[config.mk]
export PLATFORM = sky130hd
export DESIGN_NAME = serial_port_select_loopback
export DESIGN_NICKNAME = d
export VERILOG_FILES = /design/src/verilog/serial_port_pkg.sv /design/src/verilog/serial_lane_if.sv /design/src/verilog/serial_lane_mux.sv /design/src/verilog/serial_port_select_loopback.sv
export SDC_FILE = /design/constraint.sdc
export NUM_CORES = 1
export LEC_CHECK = 0
export ABC_AREA = 1
export BUFFER_PORTS_ARGS = -buffer_cell sky130_fd_sc_hd__buf_4
export CAP_MARGIN = 10
export CELL_PAD_IN_SITES_DETAIL_PLACEMENT = 0
export CELL_PAD_IN_SITES_GLOBAL_PLACEMENT = 1
export CORE_ASPECT_RATIO = 0.5
export CORE_MARGIN = 2
export CORE_UTILIZATION = 34
export CTS_CLUSTER_DIAMETER = 50
export DETAILED_ROUTE_END_ITERATION = 8
export GPL_ROUTABILITY_DRIVEN = 0
export MAX_ROUTING_LAYER = met4
export PLACE_DENSITY = 0.89
export SETUP_SLACK_MARGIN = 0.4
export SLEW_MARGIN = 10
export SYNTH_ARGS = -nofsm -noshare
export SYNTH_HDL_FRONTEND = slang
export SYNTH_SLANG_ARGS = --single-unit
[constraint.sdc]
create_clock -name aclk -period 1.75 [get_ports aclk]
set_clock_uncertainty 0.05 [all_clocks]
set_input_delay 0.0875 -clock aclk [delete_from_list [all_inputs] [get_ports aclk]]
set_output_delay 0.0875 -clock aclk [all_outputs]
set_load 0.02 [all_outputs]
[src/verilog/serial_port_pkg.sv]
// shared constants and register map for the serial port select and loopback block
package serial_port_pkg;
  localparam int NUM_CHANNELS = 4;
  localparam int NUM_DRIVERS  = 8;

  // register byte offsets
  localparam logic [7:0] CTRL_OFFSET   = 8'h00;
  localparam logic [7:0] ENABLE_OFFSET = 8'h04;
  localparam logic [7:0] STATUS_OFFSET = 8'h08;

  // control register field positions
  localparam int CTRL_SELECT_LSB   = 0;
  localparam int CTRL_LOOPBACK_BIT = 4;
  localparam int CTRL_LATCH_BIT    = 5;
  localparam int CTRL_DETECT_LSB   = 8;

  // enable register field positions
  localparam int ENABLE_BUS_LSB = 0;

  // status register field positions
  localparam int STATUS_ENABLES_LSB  = 0;
  localparam int STATUS_LOOPBACK_BIT = 8;

  // reset values
  localparam logic [3:0] SELECT_RESET  = 4'h0;
  localparam logic [7:0] ENABLE_RESET  = 8'h00;
  localparam logic [1:0] DETECT_RESET  = 2'h0;

  // axi response codes
  localparam logic [1:0] RESP_OKAY   = 2'h0;
  localparam logic [1:0] RESP_SLVERR = 2'h2;

  // detect level encoding of the three-level static input
  typedef enum logic [1:0] {
    DETECT_LOW,
    DETECT_MID,
    DETECT_HIGH
  } detect_level_e;
endpackage : serial_port_pkg

[src/verilog/serial_lane_if.sv]
// per-channel serial lane signals between the top and the lane mux
`timescale 1ns/10ps
interface serial_lane_if;
  logic       primary_in;
  logic       secondary_in;
  logic       tx_stream;
  logic       select;
  logic       loopback;
  logic [1:0] driver_en;
  logic       cdr_in;
  logic [1:0] serial_out;
  modport top  (output primary_in, secondary_in, tx_stream, select, loopback, driver_en,
                input cdr_in, serial_out);
  modport lane (input primary_in, secondary_in, tx_stream, select, loopback, driver_en,
                output cdr_in, serial_out);
endinterface : serial_lane_if

[src/verilog/serial_lane_mux.sv]
// one channel's input selection, loopback routing and driver data forcing
`timescale 1ns/10ps
module serial_lane_mux (
  serial_lane_if.lane lane
);
  always_comb begin
    // loopback ignores both external inputs whatever the select says
    if (lane.loopback) begin
      lane.cdr_in = lane.tx_stream;
    end else if (lane.select) begin
      lane.cdr_in = lane.primary_in;
    end else begin
      lane.cdr_in = lane.secondary_in;
    end
  end

  always_comb begin
    for (int i = 0; i < 2; i++) begin
      // disabled drivers are powered down and sit at zero here
      if (!lane.driver_en[i]) begin
        lane.serial_out[i] = 1'b0;
      end else if (lane.loopback) begin
        lane.serial_out[i] = 1'b1;
      end else begin
        lane.serial_out[i] = lane.tx_stream;
      end
    end
  end
endmodule : serial_lane_mux

[src/verilog/serial_port_select_loopback.sv]
// serial input select, loopback and driver enable latch with an axi4-lite register slave
// Functional notes
// - each recovery stage takes the primary input when its select is high, else the secondary.
// - with loopback on, each channel's transmit stream feeds its own recovery stage.
// - with loopback on, every enabled driver sends a constant one.
// - with loopback on, all external serial inputs are ignored.
// - while the latch control is high the eight enable bits pass straight to the drivers.
// - a driver is on when its enable bit is high and powered down when low.
// - when the latch control falls, the enable bits present are held until it opens again.
// - reset clears the enable latch so all drivers are off.
// - reset is active low, sampled on the clock edge, and initialises all state.
`timescale 1ns/10ps
module serial_port_select_loopback (
  // clock and reset
  input  wire logic        aclk,
  input  wire logic        aresetn,
  // axi4-lite write address
  input  wire logic        s_axi_awvalid,
  output logic             s_axi_awready,
  input  wire logic [7:0]  s_axi_awaddr,
  // axi4-lite write data
  input  wire logic        s_axi_wvalid,
  output logic             s_axi_wready,
  input  wire logic [31:0] s_axi_wdata,
  input  wire logic [3:0]  s_axi_wstrb,
  // axi4-lite write response
  output logic             s_axi_bvalid,
  input  wire logic        s_axi_bready,
  output logic [1:0]       s_axi_bresp,
  // axi4-lite read address
  input  wire logic        s_axi_arvalid,
  output logic             s_axi_arready,
  input  wire logic [7:0]  s_axi_araddr,
  // axi4-lite read data
  output logic             s_axi_rvalid,
  input  wire logic        s_axi_rready,
  output logic [31:0]      s_axi_rdata,
  output logic [1:0]       s_axi_rresp,
  // serial line side
  input  wire logic [3:0]  primary_serial_in,
  input  wire logic [3:0]  secondary_serial_in,
  input  wire logic [3:0]  tx_serial_stream,
  output logic [7:0]       serial_out_pair,
  output logic [3:0]       cdr_serial_in,
  output logic [1:0]       detect_threshold
);
  ////////////////////////////////////////////////////////////////////////////
  // register state
  logic [3:0] rx_input_select_reg, rx_input_select_next;
  logic       loopback_enable_reg, loopback_enable_next;
  logic       driver_enable_latch_open_reg, driver_enable_latch_open_next;
  logic [7:0] shared_enable_bus_reg, shared_enable_bus_next;
  logic [1:0] detect_level_select_reg, detect_level_select_next;
  logic [7:0] driver_latch_reg, driver_latch_next;

  logic        awready_reg, awready_next;
  logic        wready_reg, wready_next;
  logic        aw_held_reg, aw_held_next;
  logic        w_held_reg, w_held_next;
  logic [7:0]  waddr_reg, waddr_next;
  logic [31:0] wdata_reg, wdata_next;
  logic [3:0]  wstrb_reg, wstrb_next;
  logic        bvalid_reg, bvalid_next;
  logic [1:0]  bresp_reg, bresp_next;
  logic        arready_reg, arready_next;
  logic        rvalid_reg, rvalid_next;
  logic [31:0] rdata_reg, rdata_next;
  logic [1:0]  rresp_reg, rresp_next;
  logic [7:0]  serial_out_reg;
  logic [3:0]  cdr_in_reg;
  logic [1:0]  detect_out_reg;

  logic       do_write;
  logic [7:0] driver_enables;
  logic [7:0] lane_out;
  logic [3:0] lane_cdr;

  ////////////////////////////////////////////////////////////////////////////
  // axi write channel
  assign do_write = aw_held_reg && w_held_reg && !bvalid_reg;

  always_comb begin
    awready_next  = awready_reg;
    wready_next   = wready_reg;
    aw_held_next  = aw_held_reg;
    w_held_next   = w_held_reg;
    waddr_next    = waddr_reg;
    wdata_next    = wdata_reg;
    wstrb_next    = wstrb_reg;
    bvalid_next   = bvalid_reg;
    bresp_next    = bresp_reg;
    rx_input_select_next          = rx_input_select_reg;
    loopback_enable_next          = loopback_enable_reg;
    driver_enable_latch_open_next = driver_enable_latch_open_reg;
    shared_enable_bus_next        = shared_enable_bus_reg;
    detect_level_select_next      = detect_level_select_reg;
    if (s_axi_awvalid && awready_reg) begin
      aw_held_next = 1'b1;
      waddr_next   = s_axi_awaddr;
    end
    if (s_axi_wvalid && wready_reg) begin
      w_held_next = 1'b1;
      wdata_next  = s_axi_wdata;
      wstrb_next  = s_axi_wstrb;
    end
    awready_next = !aw_held_next && !bvalid_reg;
    wready_next  = !w_held_next && !bvalid_reg;
    if (do_write) begin
      aw_held_next = 1'b0;
      w_held_next  = 1'b0;
      awready_next = 1'b0;
      wready_next  = 1'b0;
      bvalid_next  = 1'b1;
      bresp_next   = serial_port_pkg::RESP_OKAY;
      unique case (waddr_reg)
        serial_port_pkg::CTRL_OFFSET: begin
          if (wstrb_reg[0]) begin
            rx_input_select_next = wdata_reg[serial_port_pkg::CTRL_SELECT_LSB +: 4];
            loopback_enable_next = wdata_reg[serial_port_pkg::CTRL_LOOPBACK_BIT];
            driver_enable_latch_open_next = wdata_reg[serial_port_pkg::CTRL_LATCH_BIT];
          end
          if (wstrb_reg[1]) begin
            detect_level_select_next = wdata_reg[serial_port_pkg::CTRL_DETECT_LSB +: 2];
          end
        end
        serial_port_pkg::ENABLE_OFFSET: begin
          if (wstrb_reg[0]) begin
            shared_enable_bus_next = wdata_reg[serial_port_pkg::ENABLE_BUS_LSB +: 8];
          end
        end
        serial_port_pkg::STATUS_OFFSET: ;
        default: bresp_next = serial_port_pkg::RESP_SLVERR;
      endcase
    end
    if (bvalid_reg && s_axi_bready) begin
      bvalid_next  = 1'b0;
      awready_next = !aw_held_next;
      wready_next  = !w_held_next;
    end
  end

  ////////////////////////////////////////////////////////////////////////////
  // driver enable latch: transparent while open, holds on close
  always_comb begin
    driver_latch_next = driver_latch_reg;
    if (driver_enable_latch_open_reg) begin
      driver_latch_next = shared_enable_bus_reg;
    end
  end

  // open latch shows the bus at once; closed latch shows the captured value
  assign driver_enables = driver_enable_latch_open_reg ? shared_enable_bus_reg
                                                       : driver_latch_reg;

  ////////////////////////////////////////////////////////////////////////////
  // axi read channel
  always_comb begin
    arready_next = arready_reg;
    rvalid_next  = rvalid_reg;
    rdata_next   = rdata_reg;
    rresp_next   = rresp_reg;
    if (s_axi_arvalid && arready_reg) begin
      arready_next = 1'b0;
      rvalid_next  = 1'b1;
      rresp_next   = serial_port_pkg::RESP_OKAY;
      rdata_next   = 32'h0000_0000;
      unique case (s_axi_araddr)
        serial_port_pkg::CTRL_OFFSET: begin
          rdata_next[serial_port_pkg::CTRL_SELECT_LSB +: 4]  = rx_input_select_reg;
          rdata_next[serial_port_pkg::CTRL_LOOPBACK_BIT]     = loopback_enable_reg;
          rdata_next[serial_port_pkg::CTRL_LATCH_BIT]        = driver_enable_latch_open_reg;
          rdata_next[serial_port_pkg::CTRL_DETECT_LSB +: 2]  = detect_level_select_reg;
        end
        serial_port_pkg::ENABLE_OFFSET: begin
          rdata_next[serial_port_pkg::ENABLE_BUS_LSB +: 8] = shared_enable_bus_reg;
        end
        serial_port_pkg::STATUS_OFFSET: begin
          rdata_next[serial_port_pkg::STATUS_ENABLES_LSB +: 8] = driver_enables;
          rdata_next[serial_port_pkg::STATUS_LOOPBACK_BIT]     = loopback_enable_reg;
        end
        default: rresp_next = serial_port_pkg::RESP_SLVERR;
      endcase
    end else if (rvalid_reg && s_axi_rready) begin
      rvalid_next  = 1'b0;
      arready_next = 1'b1;
    end
  end

  ////////////////////////////////////////////////////////////////////////////
  // per-channel lanes; bit 2c is primary driver, 2c+1 secondary
  for (genvar c = 0; c < serial_port_pkg::NUM_CHANNELS; c++) begin : g_lane
    serial_lane_if lane_bus ();
    assign lane_bus.primary_in   = primary_serial_in[c];
    assign lane_bus.secondary_in = secondary_serial_in[c];
    assign lane_bus.tx_stream    = tx_serial_stream[c];
    assign lane_bus.select       = rx_input_select_reg[c];
    assign lane_bus.loopback     = loopback_enable_reg;
    assign lane_bus.driver_en    = driver_enables[2*c +: 2];
    assign lane_out[2*c +: 2]    = lane_bus.serial_out;
    assign lane_cdr[c]           = lane_bus.cdr_in;
    serial_lane_mux u_lane (
      .lane (lane_bus.lane)
    );
  end

  ////////////////////////////////////////////////////////////////////////////
  // state registers
  always_ff @(posedge aclk) begin
    if (!aresetn) begin
      awready_reg <= 1'b0;
      wready_reg  <= 1'b0;
      aw_held_reg <= 1'b0;
      w_held_reg  <= 1'b0;
      waddr_reg   <= 8'h00;
      wdata_reg   <= 32'h0000_0000;
      wstrb_reg   <= 4'h0;
      bvalid_reg  <= 1'b0;
      bresp_reg   <= serial_port_pkg::RESP_OKAY;
      arready_reg <= 1'b0;
      rvalid_reg  <= 1'b0;
      rdata_reg   <= 32'h0000_0000;
      rresp_reg   <= serial_port_pkg::RESP_OKAY;
      rx_input_select_reg          <= serial_port_pkg::SELECT_RESET;
      loopback_enable_reg          <= 1'b0;
      driver_enable_latch_open_reg <= 1'b0;
      shared_enable_bus_reg        <= serial_port_pkg::ENABLE_RESET;
      detect_level_select_reg      <= serial_port_pkg::DETECT_RESET;
      driver_latch_reg             <= serial_port_pkg::ENABLE_RESET;
      serial_out_reg               <= 8'h00;
      cdr_in_reg                   <= 4'h0;
      detect_out_reg               <= serial_port_pkg::DETECT_RESET;
    end else begin
      awready_reg <= awready_next;
      wready_reg  <= wready_next;
      aw_held_reg <= aw_held_next;
      w_held_reg  <= w_held_next;
      waddr_reg   <= waddr_next;
      wdata_reg   <= wdata_next;
      wstrb_reg   <= wstrb_next;
      bvalid_reg  <= bvalid_next;
      bresp_reg   <= bresp_next;
      arready_reg <= (arready_reg || rvalid_reg) ? arready_next : 1'b1;
      rvalid_reg  <= rvalid_next;
      rdata_reg   <= rdata_next;
      rresp_reg   <= rresp_next;
      rx_input_select_reg          <= rx_input_select_next;
      loopback_enable_reg          <= loopback_enable_next;
      driver_enable_latch_open_reg <= driver_enable_latch_open_next;
      shared_enable_bus_reg        <= shared_enable_bus_next;
      detect_level_select_reg      <= detect_level_select_next;
      driver_latch_reg             <= driver_latch_next;
      serial_out_reg               <= lane_out;
      cdr_in_reg                   <= lane_cdr;
      detect_out_reg               <= detect_level_select_reg;
    end
  end

  assign s_axi_awready    = awready_reg;
  assign s_axi_wready     = wready_reg;
  assign s_axi_bvalid     = bvalid_reg;
  assign s_axi_bresp      = bresp_reg;
  assign s_axi_arready    = arready_reg;
  assign s_axi_rvalid     = rvalid_reg;
  assign s_axi_rdata      = rdata_reg;
  assign s_axi_rresp      = rresp_reg;
  assign serial_out_pair  = serial_out_reg;
  assign cdr_serial_in    = cdr_in_reg;
  assign detect_threshold = detect_out_reg;

  ////////////////////////////////////////////////////////////////////////////
  // checks
  loop_forces_one_a: assert property (@(posedge aclk) disable iff (!aresetn)
    loopback_enable_reg && driver_enables[0] |=> serial_out_reg[0])
    else $error("enabled driver not forced high in loopback");
  loop_routes_tx_a: assert property (@(posedge aclk) disable iff (!aresetn)
    loopback_enable_reg |=> cdr_in_reg == $past(tx_serial_stream))
    else $error("loopback did not route transmit stream");
  loop_ignores_in_a: assert property (@(posedge aclk) disable iff (!aresetn)
    loopback_enable_reg && !tx_serial_stream[1] |=> !cdr_in_reg[1])
    else $error("external input leaked in loopback");
  select_primary_a: assert property (@(posedge aclk) disable iff (!aresetn)
    !loopback_enable_reg && rx_input_select_reg[2]
      |=> cdr_in_reg[2] == $past(primary_serial_in[2]))
    else $error("primary input not selected");
  select_secondary_a: assert property (@(posedge aclk) disable iff (!aresetn)
    !loopback_enable_reg && !rx_input_select_reg[3]
      |=> cdr_in_reg[3] == $past(secondary_serial_in[3]))
    else $error("secondary input not selected");
  latch_transparent_a: assert property (@(posedge aclk) disable iff (!aresetn)
    driver_enable_latch_open_reg && !loopback_enable_reg
      |=> serial_out_reg[1] == ($past(shared_enable_bus_reg[1]) && $past(tx_serial_stream[0])))
    else $error("open latch not transparent");
  latch_holds_a: assert property (@(posedge aclk) disable iff (!aresetn)
    $fell(driver_enable_latch_open_reg) |-> driver_enables == $past(shared_enable_bus_reg))
    else $error("closed latch did not capture value");
  latch_keeps_a: assert property (@(posedge aclk) disable iff (!aresetn)
    !driver_enable_latch_open_reg
      |=> (!driver_enable_latch_open_reg |-> $stable(driver_enables)))
    else $error("closed latch did not hold value");
  driver_off_a: assert property (@(posedge aclk) disable iff (!aresetn)
    !driver_enables[5] |=> !serial_out_reg[5])
    else $error("disabled driver is active");
  reset_clears_a: assert property (@(posedge aclk)
    !aresetn |=> driver_latch_reg == 8'h00 && serial_out_reg == 8'h00)
    else $error("reset did not disable drivers");
endmodule : serial_port_select_loopback
== Word-level counts from Yosys, hierarchy flattened ==
Cells that the tools add are included.

* Memories: 0
* Word-level logic and storage cells: 99
* Register bits: 79
* Bits of input ports: 71
* Bits in latches: 0
* Memory bits (writable): 0
* Bits in read-only memories: 0

* Multipliers: 0
* Bitwise logic cells: 1
* Mux-type cells: 32
* Div/mod/pow operators: 0
* $lt $le $gt $ge: 0
* Equal/unequal tests: 5
* Reduce and logical (&&, ||, !) cells: 32
* $add $sub $neg: 0
* Shifts and indexed selects: 0

{| class="wikitable"
|+ Operator list
! cell !! number
|-
| $mux 1 || 26
|-
| $pmux 6 s3 || 1
|-
| $eq 8x3->1 const B || 2
|-
| $eq 8x4->1 const B || 2
|-
| $logic_not 8->1 || 2
|-
| $reduce_and 2->1 || 8
|-
| $logic_and 1x1->1 || 9
|-
| $reduce_and 3->1 || 3
|-
| $mux 8 || 1
|-
| $reduce_or 3->1 || 2
|-
| $logic_not 1->1 || 5
|-
| $mux 2 || 2
|-
| $pmux 2 s2 || 1
|-
| $ne 3x3->1 const B || 1
|-
| $pmux 1 s2 || 1
|-
| $reduce_bool 2->1 || 1
|-
| $reduce_or 2->1 || 1
|-
| $logic_or 1x1->1 || 1
|-
| $not 1->1 || 1
|}

== Depth between registers and ports, before layout ==
Gate-level depths: netlist of the first run.

* Word-level depth: 6
* Depth in mapped cells: 9

== Cells and area by module ==
Synthesis of the first run repeated with hierarchy kept, for this count alone.

* Cell total of the unflattened synthesis: 478
* Area, all modules: 3410.8 sq um

{| class="wikitable"
|+ Modules (own cells, without submodules)
! module !! cells an instance !! area each (sq um) !! instances
|-
| serial_port_select_loopback || 434 || 3210.6 || 1
|-
| serial_lane_mux || 11 || 50.0 || 4
|}

== Worst setup path after synthesis of the first run ==
Ideal clock, no wire load.

* Kind: flip-flop to flip-flop
* Start: reg bvalid_reg, in the netlist s_axi_bvalid
* End: reg shared_enable_bus_reg[4]
* Period minus slack after synthesis: 1.376 ns
* Arrival: 1.264 ns
* Data required time: 1.638 ns
* Path buffers: 1
* Slack: 0.374 ns
* Stages on the path, launching flop included: 8
* Cells stage by stage: dfxtp_1 inv_1 nand3_2 nor3_4 and2_4 buf_8 nor2_1 nor2_2

* Longest elaborated chain between the ends: 3

{| class="wikitable"
|+ RTL lines
! element !! line !! text
|-
| from (decl) || serial_port_select_loopback.sv:63 || <nowiki>logic bvalid_reg, bvalid_next;</nowiki>
|-
| from (signal assigned) || serial_port_select_loopback.sv:240 || <nowiki>bvalid_reg <= bvalid_next;</nowiki>
|-
| $logic_not 1->1 || serial_port_select_loopback.sv:80 || <nowiki>assign do_write = aw_held_reg && w_held_reg && !bvalid_reg;</nowiki>
|-
| $logic_and 1x1->1 || serial_port_select_loopback.sv:80 ||
|-
| $reduce_and 3->1 (no line) || n/a ||
|-
| to (signal assigned) || serial_port_select_loopback.sv:226 || <nowiki>shared_enable_bus_reg <= serial_port_pkg::ENABLE_RESET;</nowiki>
|-
| to (signal assigned) || serial_port_select_loopback.sv:249 || <nowiki>shared_enable_bus_reg <= shared_enable_bus_next;</nowiki>
|-
| to (decl) || serial_port_select_loopback.sv:52 || <nowiki>logic [7:0] shared_enable_bus_reg, shared_enable_bus_next;</nowiki>
|}

No other way between the ends.
A chain may end at the register's enable or synchronous reset.

== Worst setup path in the final report of the first run ==
* Start: reg waddr_reg[1]
* End: reg shared_enable_bus_reg[5]

* Longest elaborated chain between the ends: 2

{| class="wikitable"
|+ RTL lines
! element !! line !! text
|-
| from (decl) || serial_port_select_loopback.sv:60 || <nowiki>logic [7:0] waddr_reg, waddr_next;</nowiki>
|-
| from (signal assigned) || serial_port_select_loopback.sv:237 || <nowiki>waddr_reg <= waddr_next;</nowiki>
|-
| $eq 8x3->1 || serial_port_select_loopback.sv:115 || <nowiki>unique case (waddr_reg)</nowiki>
|-
| $reduce_and 3->1 (no line) || n/a ||
|}

No other way between the ends.

==> results of run 1 <==
==> placed cells by master (no fill, tap or decap), types with 21 or more instances in the layout <==
master / count
dfxtp_1: 75
conb_1: 24
dlygate4sd3_1: 21
a21oi_1: 25
nand2_1: 61
nor2_1: 76
buf_4: 85
o21ai_0: 29
nand3_1: 24
inv_1: 43
==> cell type report <==
| class | instances | area [um2] | area share |
|---|---|---|---|
| inverter | 47 | 176 | 0.0395 |
| multi-input combinational | 291 | 1390 | 0.311 |
| tap | 121 | 151 | 0.0339 |
| sequential | 77 | 1540 | 0.346 |
| clock buffer | 10 | 239 | 0.0535 |
| clock inverter | 6 | 62.6 | 0.0140 |
| timing repair buffer | 111 | 905 | 0.202 |
==> what timing repair did <==
action                                 CTS  global route
setup buffers                            5             1
setup endpoints to repair               17            22
gates resized for setup                  3            21
pin swaps                                3             7
hold buffers                            21             0
endpoints found under the hold margin   22             0
==> power breakdown <==
part	leakage, nW	total (mW)	internal (mW)	switching (mW)
sequential	0.627	1.84	1.81	0.0312
combinational	1.23	0.458	0.203	0.255
clock	0.140	1.86	1.14	0.722
==> routing by layer <==
metal | wire (um) | track usage | vias to the layer above
met2 | 3330 | 0.254 | 77
met1 | 3500 | 0.183 | 1281
met3 | 425 | 0.0492 | 11
li1 | - | - | 1536
met4 | 117 | 0.0644 | 0
met5 | 0 | - | -
==> worst max-delay path: cells and delay by family (launching register included) <==
kind | cells | cell delay, ns
and+or+nand+nor | 5 | 0.58
DFF | 1 | 0.33
buffers and inverters | 2 | 0.21
==> worst min path at each step <==
| stage | startpoint | end | slack [ns] |
|---|---|---|---|
| after CTS | s_axi_wstrb[0] | wstrb_reg[0]$_SDFFE_PN0P_ | 0.001 |
| after global routing | secondary_serial_in[1] | cdr_serial_in[1]$_SDFF_PN0_ | 0.03 |
| after detailed placement | s_axi_awaddr[0] | waddr_reg[0]$_SDFFE_PN0P_ | 0.30 |
| after floorplan | s_axi_awaddr[0] | waddr_reg[0]$_SDFFE_PN0P_ | 0.20 |
| after global placement | s_axi_wdata[8] | wdata_reg[8]$_SDFFE_PN0P_ | 0.29 |
| final | s_axi_wstrb[0] | wstrb_reg[0]$_SDFFE_PN0P_ | 0.02 |
==> kinds of logic after synthesis <==
| family | Yosys count | share of synthesized area |
|---|---|---|
| AND/OR/NAND/NOR | 192 | 0.259 |
| buffers and inverters | 84 | 0.130 |
| flip-flops | 77 | 0.479 |
| AO/OA/AOI/OAI | 71 | 0.116 |
| multiplexers | 4 | 0.0140 |
| other | 1 | 0.00117 |
==> results.yml, run 1 <==
worst_setup_path:
  r2r-end: "shared_enable_bus_reg[5]$_SDFFE_PN0P_"
  crit_type: "reg2reg"
  start_kind: "register"
  r2r_slack_ns: 0.47
  arrival_ns: 1.46
  max_stage_delay_ns: 0.33
  r2r.worst_path.cells: 7
  setup.worst_path.end: "shared_enable_bus_reg[5]$_SDFFE_PN0P_"
  startpoint: "waddr_reg[1]$_SDFFE_PN0P_"
  cp_slowest_cell: "dfxtp_2"
  cp_max_fo: 4
  required_ns: 1.93
  cp_cell_sequence: "nor2_4 -> inv_2 -> nor3b_4 -> buf_6 -> nand3_2 -> nand2_1 -> nor2_2"
  end_kind: "register"
  r2r_start: "waddr_reg[1]$_SDFFE_PN0P_"
global_route:
  grt_first_pass_wirelength_um: 12200
  grt_max_degree: 48
  grt_overflow: 0
  grt_pass1_vias: 2730
  antenna_found_initial: 0
  track_usage: 0.156
yosys:
  ys_seq_area_frac: 0.479
  ys.flop_type: "dfxtp_1"
  async_reset_ff_frac: 0
  synth_edf_count: 0
  synth_area_leaders: "dfxtp_1 (48%), nor2_1 (9.1%), nand2_1 (7.4%), buf_4 (5.6%), o21ai_0 (5.4%)"
  synth.most_common_cell: "nor2_1"
  synth_top_area_share: 0.479
  yosysWarnings: 0
  netlist_area_um2: 3220
  synth.avg_cell_area_um2: 7.50
  synth_common_cells: "nor2_1 (78), dfxtp_1 (77), nand2_1 (63)"
  yosysTopAreaCell: "dfxtp_1"
  postSynthCellCount: 429
  ys_ff_latch: 77
  ys_types: 30
clock_network:
  clk_pin_slew_ns: 0.06
  cts_tree: "built"
  numCtsBuffers: 9
  clock-sinks: 77
  cts_max_path_buffers: 2
  cts-root-buf: "clkbuf_16"
  clock_latency_ns: 0.34
  ctsHtreeMaxLevel: 3
routing:
  wire_per_inst_um: 11.1
  postRouteAntennaNets: 0
  dr.pass1.iters: 4
  drt_iter0_drc: 118
  viasPerCell: 4.38
  drc: 0
  vias: 2905
  drt_wl_total_um: 7370
pwr:
  irDropWorstVdd_mv: 0.560
  cellLeakagePower_nw: 2.00
  p_total_mw: 4.16
  powerDensity_nw_per_um2: 930
sta:
  worstMarginPinSlew_ns: 0.502
  fin_crit_ns: 1.28
  rsz0062_at_grt: "true"
  setup_tns_ns: 0
  final-setup-viol-count: 0
  slew_headroom: 0.664
  clock.fmax_mhz: 783
  finalMaxSlewViolations: 0
  finalHoldViolCount: 0
  fin_ws_ns: 0.473
  period_share: 0.730
  whs_ns: 0.0156
die:
  rows: 25
  initial_core_util: 0.345
  coreArea_um2: 9320
  die_area_um2: 10300
  die_x_um: 142
  dieHeight_um: 72.8
  io-pin-count: 126
cells_and_area:
  final_util: 0.479
  n_antenna_cell: 0
  n_fill_cell: 899
  syn_to_final_growth_pct: 38.9
  layoutNonFillerInstCount: 663
  num-nets-final: 608
  layout-drive-gt1-share: 0.255
  finalInstanceArea_um2: 4470
placement:
  placed_cell_area_um2: 3840
  dp_hpwl_um: 5310
  io_buffers: 77
  dp_slack_ns: 0.254
  placed_cells: 620
hold_path:
  holdCritPathClass: "in2reg"
  hold_depth: 3
job:
  maxCapViolations: 0
status:
  run_status: "complete, no violations"
(Power assumes the default switching activity.)
==> run 2, diff against run 1 <==
--- a/config.mk
+++ b/config.mk
@@ -5,7 +5,7 @@
 export SDC_FILE = /design/constraint.sdc
 export NUM_CORES = 1
 export LEC_CHECK = 0
-export ABC_AREA = 1
+export ABC_AREA = 0
 export BUFFER_PORTS_ARGS = -buffer_cell sky130_fd_sc_hd__buf_4
 export CAP_MARGIN = 10
 export CELL_PAD_IN_SITES_DETAIL_PLACEMENT = 0
@@ -17,7 +17,7 @@
 export DETAILED_ROUTE_END_ITERATION = 8
 export GPL_ROUTABILITY_DRIVEN = 0
 export MAX_ROUTING_LAYER = met4
-export PLACE_DENSITY = 0.89
+export PLACE_DENSITY = 0.88
 export SETUP_SLACK_MARGIN = 0.4
 export SLEW_MARGIN = 10
 export SYNTH_ARGS = -nofsm -noshare
==> constraint.sdc (replaced) <==
create_clock -name aclk -period 1.2 [get_ports aclk]
set_clock_uncertainty 0.05 [all_clocks]
set_input_delay 0.06 -clock aclk [delete_from_list [all_inputs] [get_ports aclk]]
set_output_delay 0.06 -clock aclk [all_outputs]
set_load 0.02 [all_outputs]
==> results.yml, run 2 <==
hold_path:
  holdCritPathClass: "in2reg"
status:
  run_status: "finished, violations left"
  violations: "hold timing, setup timing"
die:
  die_area_um2: 9840
  initial_core_util: 0.351
  io-pin-count: 126
  dieHeight_um: 71.2
  rows: 24
  coreArea_um2: 8740
  die_x_um: 138
routing:
  vias: 2921
  drt_iter0_drc: 147
  viasPerCell: 4.80
  postRouteAntennaNets: 0
  drc: 0
  wire_per_inst_um: 14.5
  dr.pass1.iters: 4
  drt_wl_total_um: 8820
yosys:
  synth_common_cells: "dfxtp_1 (77), nand2_1 (63), a21oi_1 (36)"
  synth.avg_cell_area_um2: 8.61
  synth_edf_count: 0
  synth_area_leaders: "dfxtp_1 (50%), nand2_1 (7.7%), a21oi_1 (5.9%), buf_4 (5.9%), mux2i_1 (4.2%)"
  synth_top_area_share: 0.503
  ys_seq_area_frac: 0.503
  async_reset_ff_frac: 0
  synth.most_common_cell: "dfxtp_1"
  postSynthCellCount: 356
  netlist_area_um2: 3070
  ys_types: 35
  ys.flop_type: "dfxtp_1"
  ys_ff_latch: 77
  yosysTopAreaCell: "dfxtp_1"
  yosysWarnings: 0
sta:
  rsz0062_at_grt: "true"
  period_share: 1.14
  finalHoldViolCount: 1
  whs_ns: -0.0462
  fin_ws_ns: -0.167
  clock.fmax_mhz: 731
  fin_crit_ns: 1.37
  finalMaxSlewViolations: 0
  final-setup-viol-count: 28
placement:
  placed_cells: 552
  placed_cell_area_um2: 3890
  io_buffers: 77
  dp_hpwl_um: 5180
  dp_slack_ns: -0.212
worst_setup_path:
  r2r_start: "s_axi_arready$_SDFFE_PN0P_"
  end_kind: "register"
  crit_type: "reg2reg"
  r2r.worst_path.cells: 4
  start_kind: "register"
  cp_max_fo: 2
  r2r-end: "s_axi_rdata[5]$_SDFFE_PN0P_"
  arrival_ns: 1.58
  setup.worst_path.end: "s_axi_rdata[5]$_SDFFE_PN0P_"
  r2r_slack_ns: -0.17
  startpoint: "s_axi_arready$_SDFFE_PN0P_"
  required_ns: 1.41
cells_and_area:
  n_antenna_cell: 0
  layoutNonFillerInstCount: 608
  num-nets-final: 559
  syn_to_final_growth_pct: 69.2
  layout_common_cells: "buf_4 (66), buf_6 (43), nand2_1 (39), dfxtp_1 (37), dfxtp_2 (35)"
  final_util: 0.594
  finalInstanceArea_um2: 5190
  layout-drive-gt1-share: 0.523
  mostFrequentLayoutCell: "buf_4"
clock_network:
  clock_latency_ns: 0.34
  cts-root-buf: "clkbuf_16"
  cts_hold_buf: 24
  clk_pin_slew_ns: 0.06
  ctsHtreeMaxLevel: 3
  clock-sinks: 77
  numCtsBuffers: 9
  cts_max_path_buffers: 2
  cts_tree: "built"
pwr:
  irDropWorstVdd_mv: 0.676
  powerDensity_nw_per_um2: 1220
  cellLeakagePower_nw: 2.03
global_route:
  grt_overflow: 0
  grt_max_degree: 42
  track_usage: 0.176
  antenna_found_initial: 0
  grt_pass1_vias: 2782
  grt_first_pass_wirelength_um: 13300
job:
  maxCapViolations: 0
## run 2: routing by layer
layer	track usage	wire [um]	up-vias
met5	-	0	-
met4	0.0714	220	0
met3	0.0467	504	23
met2	0.295	4360	96
met1	0.205	3730	1364
li1	-	-	1438
## run 2: worst max-delay path, cell delays in order, from the launching register on
cell and delay [ns]:
dfxtp_4 0.36, nand2_4 0.05, and4b_1 0.26, or4b_1 0.43
a21oi_1 0.13
## run 2: per-stage QoR
stage	total power [mW]	TNS (ns)
finish	6.31	-2.12
global route	6.53	-4.08
global placement	3.24	-1.74
CTS	6.29	-2.50
floorplan	3.08	-1.72
detailed placement	3.25	-2.34
## run 2: power by group
group          switching [mW]  total, mW  internal, mW
logic                   0.389      0.750         0.361
clock network           0.998       2.89          1.89
registers              0.0473       2.66          2.62
total                    1.43       6.31          4.87
## run 2: kinds of logic (layout without fill, tap and decap cells)
kind of cell           after synthesis  in the layout  share of synthesized area
DFF                                 77             77                      0.503
muxes                               13             13                     0.0424
buffers and inverters               44            154                     0.0845
other                                1             24                    0.00122
and+or+nand+nor                    146            148                      0.228
AOI/OAI and AO/OA                   75             75                      0.141
## run 2: worst min path at each step
stage	start	end	slack, ns	cells after the start
floorplan	s_axi_awaddr[7]	waddr_reg[7]$_SDFFE_PN0P_	0.15	2
global placement	tx_serial_stream[1]	cdr_serial_in[1]$_SDFF_PN0_	0.25	3
detailed placement	tx_serial_stream[1]	cdr_serial_in[1]$_SDFF_PN0_	0.26	3
CTS	s_axi_bready	s_axi_bvalid$_SDFFE_PP0P_	-0.05	3
global route	s_axi_bready	s_axi_bvalid$_SDFFE_PP0P_	-0.03	3
finish	s_axi_bready	s_axi_bvalid$_SDFFE_PP0P_	-0.05	3
## run 2: timing repair
item / 4_1_cts / 5_1_grt
pin swaps: 34 / 28
hold endpoints to repair: 35 / 2
cloned: 3 / 0
resized for setup: 125 / 48
setup endpoints to repair: 106 / 106
buffers inserted: 8 / 7
## run 2: layout make-up
cell class	count	area (um2)
fillers	709	3550
multi-input cells	260	1790
flip-flops and latches	77	1600
repair buffers	138	1320
clock buffers	12	289
well taps	117	146
clock inverters	2	37.5
inverters	2	7.51
==> run 3, diff against run 2 <==
--- a/config.mk
+++ b/config.mk
@@ -17,7 +17,7 @@
 export DETAILED_ROUTE_END_ITERATION = 8
 export GPL_ROUTABILITY_DRIVEN = 0
 export MAX_ROUTING_LAYER = met4
-export PLACE_DENSITY = 0.88
+export PLACE_DENSITY = 0.84
 export SETUP_SLACK_MARGIN = 0.4
 export SLEW_MARGIN = 10
 export SYNTH_ARGS = -nofsm -noshare
==> results.yml, run 3 (synthesis gave the netlist of run 2 again) <==
status:
  run_status: "finished, violations left"
  violations: "hold timing, setup timing"
worst_setup_path:
  arrival_ns: 1.55
  required_ns: 1.41
  critPathBufInv: 0
  cp_slowest_cell: "or4b_1"
  end_kind: "register"
  path_delay_family: "simple AND/OR/NAND/NOR gates"
  cp_max_fo: 2
  crit_type: "reg2reg"
  max_stage_delay_ns: 0.44
  r2r_start: "s_axi_arready$_SDFFE_PN0P_"
  start_kind: "register"
  cp_cell_sequence: "nand2_4 -> and4b_1 -> or4b_1 -> a21oi_1"
  startpoint: "s_axi_arready$_SDFFE_PN0P_"
cells_and_area:
  mostFrequentLayoutCell: "buf_4"
  regArea_um2: 1610
  layout_common_cells: "buf_4 (66), buf_6 (41), nand2_1 (40), dfxtp_1 (38)"
  n_fill_cell: 724
  layout-drive-gt1-share: 0.524
  n_antenna_cell: 0
  num-nets-final: 556
  finalInstanceArea_um2: 5150
  syn_to_final_growth_pct: 67.9
  multi_input_area_um2: 1830
die:
  io-pin-count: 126
  rows: 24
  dieHeight_um: 71.2
  die_area_um2: 9840
  coreArea_um2: 8740
  initial_core_util: 0.351
  die_x_um: 138
placement:
  io_buffers: 77
  placed_cell_area_um2: 3900
  dp_hpwl_um: 5270
global_route:
  grt_pass1_vias: 2796
  track_usage: 0.181
  grt_overflow: 0
  antenna_found_initial: 0
  grt_max_degree: 42
  grt_first_pass_wirelength_um: 13600
hold_path:
  hp-start: "s_axi_bready"
  holdCritPathClass: "in2reg"
clock_network:
  cts_max_path_buffers: 2
  numCtsBuffers: 9
  cts_tree: "built"
  cts-root-buf: "clkbuf_16"
  ctsHtreeMaxLevel: 3
  clock_latency_ns: 0.33
  clk_pin_slew_ns: 0.06
  cts_hold_buf: 24
  clock-sinks: 77
pwr:
  powerDensity_nw_per_um2: 1180
  p_total_mw: 6.06
  cellLeakagePower_nw: 2.00
  irDropWorstVdd_mv: 0.669
sta:
  fin_crit_ns: 1.33
  fin_ws_ns: -0.131
  final-setup-viol-count: 19
  whs_ns: -0.0260
  rsz0062_at_grt: "true"
  period_share: 1.11
  finalHoldViolCount: 1
  clock.fmax_mhz: 751
  finalMaxSlewViolations: 0
routing:
  drt_iter0_drc: 131
  drc: 0
  viasPerCell: 4.76
  dr.pass1.iters: 4
  drt_wl_total_um: 8500
  vias: 2885
  wire_per_inst_um: 14.0
  postRouteAntennaNets: 0
job:
  maxCapViolations: 0
-- run 3: cell count changes in the layout (fill, tap and decap cells not counted), moves of 2 or more --
cell	delta
clkbuf_16	-2
nand3_2	-2
o2bb2ai_2	+3
a22oi_1	-2
o2bb2ai_1	-3
a22oi_2	+2
dfxtp_2	-3
a21oi_4	+3
clkinv_2	+2
buf_6	-2
nand3_1	+2
o21ai_2	-2
dfxtp_4	+2
a21oi_1	-4
-- run 3: what timing repair did --
action,CTS,global route
setup buffers,5,7
endpoints found under the setup margin,106,106
gates resized for setup,118,59
endpoints found under the hold margin,33,2
pin swaps,20,24
cloned,2,0
-- run 3: worst register-to-register path, cell delays in order (launching register included) --
cell and delay [ns]:
dfxtp_4 0.35, nand2_4 0.05, and4b_1 0.25, or4b_1 0.44
a21oi_1 0.12
-- run 3: final cells by class --
type | count | share of cell area
repair buffers | 135 | 0.246
clock inverters | 4 | 0.00948
inverters | 2 | 0.00146
clock buffers | 11 | 0.0471
well taps | 117 | 0.0284
flip-flops and latches | 77 | 0.312
multi-input cells | 260 | 0.355
-- run 3: stage by stage --
stage	setup TNS, ns	worst slack, ns	util	cells
2_1_floorplan	-1.72	-0.166	-	379
3_3_place_gp	-2.04	-0.176	0.446	553
3_5_place_dp	-2.63	-0.206	0.446	553
4_1_cts	-1.60	-0.129	0.552	599
5_1_grt	-3.17	-0.232	0.589	606
6_report	-1.54	-0.131	0.589	606
-- run 3: final timing paths --
kind	to	slack [ns]	depth (start not counted)
max	s_axi_rdata[5]$_SDFFE_PN0P_	-0.13	4
min	s_axi_bvalid$_SDFFE_PP0P_	-0.03	3
max reg2reg	s_axi_rdata[5]$_SDFFE_PN0P_	-0.13	4
min reg2reg	detect_level_select_reg[1]$_SDFFE_PN0P_	0.40	2
-- run 3: where the power goes --
group	internal [mW]	leakage [nW]	switching [mW]
clock network	1.65	0.145	1.02
logic	0.347	1.21	0.385
registers	2.61	0.645	0.0461
-- run 3: layer usage --
layer	wire length, um	GRT usage	vias to the layer above
met5	0	-	-
met4	106	0.0612	0
met3	396	0.0562	9
met2	4190	0.289	69
met1	3810	0.220	1371
li1	-	-	1436
